--- config.mk ---
export PLATFORM = sky130hd
export DESIGN_NAME = debug_probe_port
export DESIGN_NICKNAME = d
export VERILOG_FILES = /design/src/hdl/debug_probe_port.v /design/src/hdl/probe_clk_div.v
export VERILOG_INCLUDE_DIRS = /design/src /design/src/hdl
export SDC_FILE = /design/constraint.sdc
export NUM_CORES = 1
export LEC_CHECK = 0
export BUFFER_PORTS_ARGS = -buffer_cell sky130_fd_sc_hd__buf_2
export CAP_MARGIN = 10
export CELL_PAD_IN_SITES_DETAIL_PLACEMENT = 0
export CELL_PAD_IN_SITES_GLOBAL_PLACEMENT = 1
export CORE_ASPECT_RATIO = 0.5
export CORE_UTILIZATION = 39
export CTS_BUF_LIST = sky130_fd_sc_hd__clkbuf_8
export CTS_CLUSTER_DIAMETER = 100
export DETAILED_ROUTE_END_ITERATION = 8
export PLACE_DENSITY_LB_ADDON = 0.15
export SKIP_CTS_REPAIR_TIMING = 1
export SYNTH_ARGS = -nofsm -noshare
export SYNTH_HDL_FRONTEND = slang
export SYNTH_HIERARCHICAL = 1
export SYNTH_SLANG_ARGS = --single-unit
export TNS_END_PERCENT = 100
--- constraint.sdc ---
create_clock -name clk_sys -period 3.1 [get_ports clk_sys]
set_input_delay 0.62 -clock clk_sys [delete_from_list [all_inputs] [get_ports clk_sys]]
set_output_delay 0.62 -clock clk_sys [all_outputs]
set_load 0.01 [all_outputs]
--- src/hdl/probe_map.vh ---
// Constants for the debug probe pin port: strap codes, fixed levels, clock ratios
`ifndef PROBE_MAP_VH
`define PROBE_MAP_VH

// ****************************************
// Strap and selection codes
// ****************************************
`define PROBE_SEL_W          3
`define PROBE_PIN_W          8
`define PROBE_SEL_LSB        0
`define PROBE_SEL_HIZ        3'h0
`define PROBE_SEL_CLKDBG     3'h2
`define PROBE_STRAP_RESET    8'h00

// ****************************************
// Clock debug set
// ****************************************
// Fixed levels on pins 6..3 (pin 3 is bit 0)
`define PROBE_CLKDBG_LEVELS  4'hd
`define PROBE_LEVEL_LSB      3
// Documented pin frequencies in kHz
`define PROBE_PIN0_FREQ_KHZ  60000
`define PROBE_PIN1_FREQ_KHZ  30000
`define PROBE_PIN7_FREQ_KHZ  7500
`define PROBE_PIN2_MIN_KHZ   700
`define PROBE_PIN2_MAX_KHZ   22500
// Ratios to pin 0 derived from the frequencies
`define PROBE_PIN1_RATIO     (`PROBE_PIN0_FREQ_KHZ / `PROBE_PIN1_FREQ_KHZ)
`define PROBE_PIN7_RATIO     (`PROBE_PIN0_FREQ_KHZ / `PROBE_PIN7_FREQ_KHZ)
// Pin 2 divisor range spanned by its frequency band; the low end rounds up so
// the fastest setting never goes past the top of the band
`define PROBE_PIN2_DIV_NUM   (`PROBE_PIN0_FREQ_KHZ + `PROBE_PIN2_MAX_KHZ - 1)
`define PROBE_PIN2_DIV_MIN   (`PROBE_PIN2_DIV_NUM / `PROBE_PIN2_MAX_KHZ)
`define PROBE_PIN2_DIV_MAX   (`PROBE_PIN0_FREQ_KHZ / `PROBE_PIN2_MIN_KHZ)
`define PROBE_DIV_W          8
`define PROBE_PIN2_DIV_RESET 8'h08

`endif

--- src/hdl/debug_probe_port.v ---
// Debug probe pin port: strap capture at reset release and debug output mux
//
// Overview of operation
// - While reset is held low all eight probe pins are inputs and are never driven.
// - After reset release the pins turn to outputs as the active selection allows.
// - The pin levels present at the moment of reset release are captured.
// - The captured value sets the test mode and stays unchanged until the next reset.
// - Only the low-to-high edge of reset samples the pins; later pin changes do nothing.
// - Pins rest low through internal pulldowns, so an unstrapped board captures zeros.
// - A low strap field of 000 leaves every probe pin in high impedance.
// - A low strap field of 010 drives the clock debug set with fixed levels on pins 3 to 6.
// - Strap-derived selections are only defaults; software may load a new one at any time outside reset and the capture cycle.
`timescale 1ns/100ps
`include "probe_map.vh"

module debug_probe_port #(
    parameter PIN_W = `PROBE_PIN_W,
    parameter SEL_W = `PROBE_SEL_W,
    parameter DIV_W = `PROBE_DIV_W
) (
    input  wire             clk_sys,
    input  wire             rst_n,
    input  wire [PIN_W-1:0] debug_probe_pins_in,
    output reg  [PIN_W-1:0] debug_probe_pins_out,
    output reg  [PIN_W-1:0] debug_probe_pins_oe,
    input  wire             sw_sel_wr,
    input  wire [SEL_W-1:0] sw_sel,
    input  wire             sw_div_wr,
    input  wire [DIV_W-1:0] sw_div,
    output reg  [PIN_W-1:0] strap_value_q,
    output reg  [SEL_W-1:0] probe_mode_strap_bits,
    output reg  [SEL_W-1:0] active_sel_q,
    output reg              probe_ready_q
);

    // ****************************************
    // Pin synchronisers
    // ****************************************
    // These stages run through reset on purpose: the strap must already be
    // settled in the second stage when reset rises.
    reg [PIN_W-1:0] pin_meta_q;
    reg [PIN_W-1:0] pin_sync_q;

    always @(posedge clk_sys) begin
        pin_meta_q <= debug_probe_pins_in;
        pin_sync_q <= pin_meta_q;
    end

    // ****************************************
    // Reset release detection
    // ****************************************
    // The reset port is already synchronous to clk_sys; one flag is enough to
    // mark the first cycle after release.
    reg released_q;
    reg capture_pulse_q;

    // low level holds reset, rise releases
    always @(posedge clk_sys) begin
        if (!rst_n) begin
            released_q <= 1'b0;
        end else begin
            released_q <= 1'b1;
        end
    end

    // one capture pulse per release edge
    always @(posedge clk_sys) begin
        if (!rst_n) begin
            capture_pulse_q <= 1'b0;
        end else begin
            capture_pulse_q <= ~released_q;
        end
    end

    // ****************************************
    // Strap capture
    // ****************************************
    // latch synced pin levels at release
    // unstrapped pins read low by pulldown
    always @(posedge clk_sys) begin
        if (!rst_n) begin
            strap_value_q         <= `PROBE_STRAP_RESET;
            probe_mode_strap_bits <= `PROBE_SEL_HIZ;
        end else if (!released_q) begin
            strap_value_q         <= pin_sync_q;
            probe_mode_strap_bits <= pin_sync_q[`PROBE_SEL_LSB +: SEL_W];
        end
    end

    // ****************************************
    // Active selection
    // ****************************************
    // strap holds until a software write or next reset
    always @(posedge clk_sys) begin
        if (!rst_n) begin
            active_sel_q <= `PROBE_SEL_HIZ;
        end else if (!released_q) begin
            active_sel_q <= pin_sync_q[`PROBE_SEL_LSB +: SEL_W];
        end else if (sw_sel_wr) begin
            active_sel_q <= sw_sel;
        end
    end

    // Outputs only switch on once the selection has been loaded
    always @(posedge clk_sys) begin
        if (!rst_n) begin
            probe_ready_q <= 1'b0;
        end else if (capture_pulse_q) begin
            probe_ready_q <= 1'b1;
        end
    end

    // ****************************************
    // Variable clock divisor
    // ****************************************
    reg [DIV_W-1:0] var_div_q;

    // software retunes the pin 2 clock
    always @(posedge clk_sys) begin
        if (!rst_n) begin
            var_div_q <= `PROBE_PIN2_DIV_RESET;
        end else if (sw_div_wr) begin
            var_div_q <= sw_div;
        end
    end

    // ****************************************
    // Debug clock sources
    // ****************************************
    // Frequencies scale with clk_sys: the ratios between pins are exact, the
    // absolute rates are limited to half of clk_sys.
    wire clk_base;
    wire clk_half;
    wire clk_eighth;
    wire clk_var;

    probe_clk_div #(
        .DIV_W (DIV_W)
    ) u_clk_div (
        .clk_sys      (clk_sys),
        .rst_n        (rst_n),
        .var_div      (var_div_q),
        .clk_base_q   (clk_base),
        .clk_half_q   (clk_half),
        .clk_eighth_q (clk_eighth),
        .clk_var_q    (clk_var)
    );

    // ****************************************
    // Output selection
    // ****************************************
    reg [PIN_W-1:0] pin_out_d;
    reg [PIN_W-1:0] pin_oe_d;

    // Codes other than the two known ones stay quiet rather than guess
    function [2*PIN_W-1:0] sel_decode;
        input [SEL_W-1:0] sel;
        input             c_base;
        input             c_half;
        input             c_var;
        input             c_eighth;
        begin
            case (sel)
                `PROBE_SEL_CLKDBG: begin
                    sel_decode = {{PIN_W{1'b1}},
                                  c_eighth, `PROBE_CLKDBG_LEVELS, c_var, c_half, c_base};
                end
                `PROBE_SEL_HIZ: begin
                    sel_decode = {2*PIN_W{1'b0}};
                end
                default: begin
                    sel_decode = {2*PIN_W{1'b0}};
                end
            endcase
        end
    endfunction

    always @* begin
        {pin_oe_d, pin_out_d} = sel_decode(active_sel_q, clk_base, clk_half,
                                           clk_var, clk_eighth);
        if (!probe_ready_q) begin
            pin_oe_d  = {PIN_W{1'b0}};
            pin_out_d = {PIN_W{1'b0}};
        end
    end

    always @(posedge clk_sys) begin
        if (!rst_n) begin
            debug_probe_pins_out <= {PIN_W{1'b0}};
            debug_probe_pins_oe  <= {PIN_W{1'b0}};
        end else begin
            debug_probe_pins_out <= pin_out_d;
            debug_probe_pins_oe  <= pin_oe_d;
        end
    end

endmodule // debug_probe_port

--- src/hdl/probe_clk_div.v ---
// Divided debug clock generator for the probe pins
`timescale 1ns/100ps
`include "probe_map.vh"

module probe_clk_div #(
    parameter DIV_W = `PROBE_DIV_W
) (
    input  wire             clk_sys,
    input  wire             rst_n,
    input  wire [DIV_W-1:0] var_div,
    output reg              clk_base_q,
    output reg              clk_half_q,
    output reg              clk_eighth_q,
    output reg              clk_var_q
);

    // ****************************************
    // Fixed ratio chain
    // ****************************************
    // Base toggles every cycle; the other taps keep the 2 and 8 ratios to it
    reg [3:0]       chain_q;
    reg [DIV_W-1:0] var_cnt_q;
    reg [DIV_W-1:0] var_lim;

    always @(posedge clk_sys) begin
        if (!rst_n) begin
            chain_q <= 4'h0;
        end else begin
            chain_q <= chain_q + 4'h1;
        end
    end

    always @(posedge clk_sys) begin
        if (!rst_n) begin
            clk_base_q   <= 1'b0;
            clk_half_q   <= 1'b0;
            clk_eighth_q <= 1'b0;
        end else begin
            clk_base_q   <= ~chain_q[0];
            clk_half_q   <= chain_q[`PROBE_PIN1_RATIO - 1];
            clk_eighth_q <= chain_q[`PROBE_PIN7_RATIO - 5];
        end
    end

    // ****************************************
    // Variable divider
    // ****************************************
    // Band limits are worked out at 32 bits and cut to the divisor width
    wire [31:0]      div_lo_full = `PROBE_PIN2_DIV_MIN;
    wire [31:0]      div_hi_full = `PROBE_PIN2_DIV_MAX;
    wire [DIV_W-1:0] div_lo      = div_lo_full[DIV_W-1:0];
    wire [DIV_W-1:0] div_hi      = div_hi_full[DIV_W-1:0];

    // Out-of-band divisors are clamped so the band edges always hold
    always @* begin
        var_lim = var_div;
        if (var_div < div_lo) begin
            var_lim = div_lo;
        end else if (var_div > div_hi) begin
            var_lim = div_hi;
        end
    end

    always @(posedge clk_sys) begin
        if (!rst_n) begin
            var_cnt_q <= {DIV_W{1'b0}};
            clk_var_q <= 1'b0;
        end else if (var_cnt_q >= var_lim - 1'b1) begin
            var_cnt_q <= {DIV_W{1'b0}};
            clk_var_q <= ~clk_var_q;
        end else begin
            var_cnt_q <= var_cnt_q + 1'b1;
        end
    end

endmodule // probe_clk_div

==> results.md <==
Routing:
- The number of vias per cell after detailed routing is roughly 4.8.
- The via total after detailed routing is roughly 1,700.
- The routed wire length is about 4300 µm.
- Once detail routing completed, the nets flagged for antenna violations numbered 0.
- In this run, the number of DRC markers left after iteration 0 of detailed routing was 37.
- The detailed-router iteration count before antenna repair is 4.
- In the final routed layout, each cell accounts on average for between 10 and 15 µm.
- The number of remaining DRC errors is 0.

Synthesis:
- The post-synthesis net count is between 200 and 300.
- The fraction of registers with async set/reset is 0.
- The cell count after synthesis came out at between 200 and 250.
- The count of different cell masters after synthesis is between 40 and 50.
- For this run, the register share of the synthesized area comes to 0.485.
- A synthesized cell averages roughly 10 µm².
- In this run, synthesis inferred 0 flip-flops with an integrated enable.
- The Yosys step of the flow raised 6 warnings.
- The post-synthesis instance area is 2390 µm².
- Counting flops and latches in the post-synthesis netlist gives slightly below 60.
- The most used flip-flop cell after synthesis is sky130_fd_sc_hd__dfxtp_1.

Placed design:
- Prior to clock tree synthesis, the placed netlist has a worst setup slack of -0.103 ns.
- The placer congestion estimate is ~0.76.
- After legalization and detailed placement, the total HPWL measured just over 3000 µm.
- In this run the tool buffered the top-level ports with 52 buffer cells.

Cells and area:
- The ratio of cells with drive above 1 in the final layout is 0.363.
- Compared with the post-synthesis result, the final layout area differs by 23.4%.
- The number of antenna diodes is 0.
- For this run, the share of the core covered by cells in the final layout is 0.519.
- The leading cell type in the layout, fill and taps excluded is sky130_fd_sc_hd__dfxtp_1.
- In the layout the commonest cells are sky130_fd_sc_hd__dfxtp_1, sky130_fd_sc_hd__buf_2, sky130_fd_sc_hd__nor2_1.
- At the end of the flow, the number of nets in the layout was around 310.

Critical path:
- The nature of the critical path startpoint is a flip-flop.
- The largest stage delay on the critical path is about 0.35 ns.
- The critical path goes through a21o_1, a21o_2, a21oi_2, nor3b_2, ha_2, inv_2, or3_4, xor2_1, and2_4, ha_4, a211o_1, and3b_1, a311oi_2, nand3_1.
- The critical path arrival is between 3 and 4 ns.
- The critical path is of the flip-flop to flip-flop type.
- The type of element capturing the critical path is a flip-flop.
- Among all stages on the critical path, the largest delay is contributed by sky130_fd_sc_hd__or3_4.
- The top fanout value on the critical path is 4.
- For the worst setup path, the data required time is 3.32 ns.

Pwr:
- The design draws 1820 µW.
- The static leakage is 0.00136 µW.
- The highest ir drop seen on vdd is about 0.00039 V.
- For this design the ratio of total power to cell area is 616 nW/µm².

CTS:
- The number of clock sinks is 58.
- The clock passes through at most 2 buffers.
- The clock latency reported for the late side of the worst-skew pair is around 0.33 ns.
- The number of buffers added by the clock tree synthesis step is 9.
- TritonCTS built the clock tree.
- The clock edge transition at the registers on the reported setup and hold paths is 0.06 ns.
- The tree is rooted in a sky130_fd_sc_hd__clkbuf_8.
- The level count of the clock H-tree is 3.

Timing:
- Subtracting the final worst setup slack from the clock period gives between 2 and 3 ns.
- The final max-slew violation count is 0.
- On the final layout, the worst clock skew is ~0.0052 ns.
- The worst-case setup margin in the final layout is 0.108 ns.
- The portion of the clock cycle consumed by the worst path in the final layout is 0.965.
- The maximum clock frequency is approximately 0.33 GHz.
- In the final timing run, aggregate negative setup slack is 0 ns.
- In this run the tightest slew margin relative to its limit is 0.583.
- Setup repair after global routing could not meet its margin everywhere.
- The number of hold violations in the final report is 0.
- Setup violations remaining at the end of the flow were counted as 0.
- The actual transition at the worst max-transition pin is ~0.63 ns.
- Across all hold checks on the routed design, the worst slack comes to 0.327 ns.

Outcome:
- The run finished with clean final reports.

Global route:
- The via count of the first global-routing pass was about 1,600.
- The global-route congestion overflow total is 0.
- The global-route wire length before repair is ~7000 µm.
- The maximum number of pins on one net before global-route repair is 23.
- The number of antenna violations at the first check in global routing is 0.
- In the global route stage, overall resource usage came out at 0.145.

Floorplan:
- After floorplanning, the core was sized to cover 5680 µm².
- 54 I/O pins were placed.
- In this run the core area contains 19 standard-cell rows.
- The die span in x is 113 µm.
- The floorplan step defined a die boundary enclosing roughly 6500 µm².
- The starting utilization of the core area is 0.421.
- The floorplan step set the die height to between 50 and 60 µm.

Hold path:
- The class of the tightest hold or removal check is flip-flop to flip-flop.

Job:
- The number of max-cap violations is 0.
## logic make-up (layout without fill, tap and decap cells)
kind of cell,after synthesis,after routing,share of synthesized area
fa+ha+maj,11,11,0.0575
simple gates,70,70,0.169
buf+inv,31,87,0.0873
flops,58,58,0.485
mux,19,19,0.0795
compound gates,26,26,0.0774
other cells,2,2,0.00314
xor+xnor,11,11,0.0403
## flip-flops by register name, indices dropped and copies added (netlist names), 3 cells and up
signal                count
var_div_q                 8
debug_probe_pins_out      4
active_sel_q              3
strap_value_q             8
u_clk_div/var_cnt_q       8
pin_sync_q                8
pin_meta_q                8
u_clk_div/chain_q         4
## power by group
group	switching, µW	leakage (µW)	internal (µW)
combinational	118	0.000770	118
clock	292	0.000113	468
sequential	33.7	0.000480	789
## final cells by class
type	instances	area (µm²)
multi-input combinational	139	1110
clock inverter	6	81.3
tap	73	91.3
inverter	10	37.5
sequential	58	1160
fill	523	2730
clock buffer	10	138
timing repair buffer	61	332
## path summary, 6_finish.rpt
kind | from | end | slack [ns] | cells after the start
hold reg to reg | pin_meta_q[2]$_DFF_P_ | pin_sync_q[2]$_DFF_P_ | 0.33 | 0
setup reg to reg | var_div_q[1]$_SDFFE_PN0P_ | u_clk_div/clk_var_q$_SDFFE_PN0P_ | 0.11 | 14
setup / recovery | var_div_q[1]$_SDFFE_PN0P_ | u_clk_div/clk_var_q$_SDFFE_PN0P_ | 0.11 | 14
hold / removal | pin_meta_q[2]$_DFF_P_ | pin_sync_q[2]$_DFF_P_ | 0.33 | 0
## worst max-delay path, delay by kind of cell, from the launching register on
kind | cells | cell delay [ns]
AND/OR/NAND/NOR | 5 | 1.01
AO/OA/AOI/OAI | 5 | 0.99
adder cells (fa/ha/maj) | 2 | 0.37
flip-flops | 1 | 0.32
XOR/XNOR | 1 | 0.14
buffers and inverters | 1 | 0.04
## stage by stage
| step | cell area [µm²] | instances |
|---|---|---|
| floorplan | 2390 | 228 |
| global placement | 2640 | 341 |
| detailed placement | 2640 | 341 |
| CTS | 2860 | 357 |
| global route | 2950 | 357 |
| finish | 2950 | 357 |
## layer usage
layer / track usage / vias to the layer above / wire, µm
li1: - / 869 / -
met1: 0.177 / 777 / 2170
met2: 0.223 / 49 / 1850
met3: 0.0755 / 5 / 292
met4: 0.0457 / 0 / 27
met5: 0 / - / 0
## synth_stat cells (2+ instances only)
| library cell | n | area (µm²) |
|---|---|---|
| sky130_fd_sc_hd__ha_1 | 11 | 138 |
| sky130_fd_sc_hd__o21ai_0 | 7 | 35.0 |
| sky130_fd_sc_hd__a21oi_1 | 8 | 40.0 |
| sky130_fd_sc_hd__inv_1 | 9 | 33.8 |
| sky130_fd_sc_hd__nor3_2 | 2 | 20.0 |
| sky130_fd_sc_hd__buf_6 | 2 | 22.5 |
| sky130_fd_sc_hd__xnor2_1 | 4 | 35.0 |
| sky130_fd_sc_hd__buf_4 | 16 | 120 |
| sky130_fd_sc_hd__nand4_1 | 2 | 12.5 |
| sky130_fd_sc_hd__dfxtp_1 | 58 | 1160 |
| sky130_fd_sc_hd__nor2_1 | 24 | 90.1 |
| sky130_fd_sc_hd__nand2b_1 | 2 | 12.5 |
| sky130_fd_sc_hd__mux2i_1 | 19 | 190 |
| sky130_fd_sc_hd__conb_1 | 2 | 7.51 |
| sky130_fd_sc_hd__nor3_1 | 12 | 60.1 |
| sky130_fd_sc_hd__nor3b_1 | 2 | 15.0 |
| sky130_fd_sc_hd__and3_1 | 2 | 12.5 |
| sky130_fd_sc_hd__xor2_1 | 7 | 61.3 |
| sky130_fd_sc_hd__nand3_1 | 4 | 20.0 |
| sky130_fd_sc_hd__o21a_1 | 2 | 15.0 |
| sky130_fd_sc_hd__nand2_1 | 4 | 15.0 |
| sky130_fd_sc_hd__a21o_1 | 2 | 15.0 |
| sky130_fd_sc_hd__nand3b_1 | 2 | 15.0 |
| sky130_fd_sc_hd__and2_1 | 5 | 31.3 |
Power figures use the tool's default switching activity.
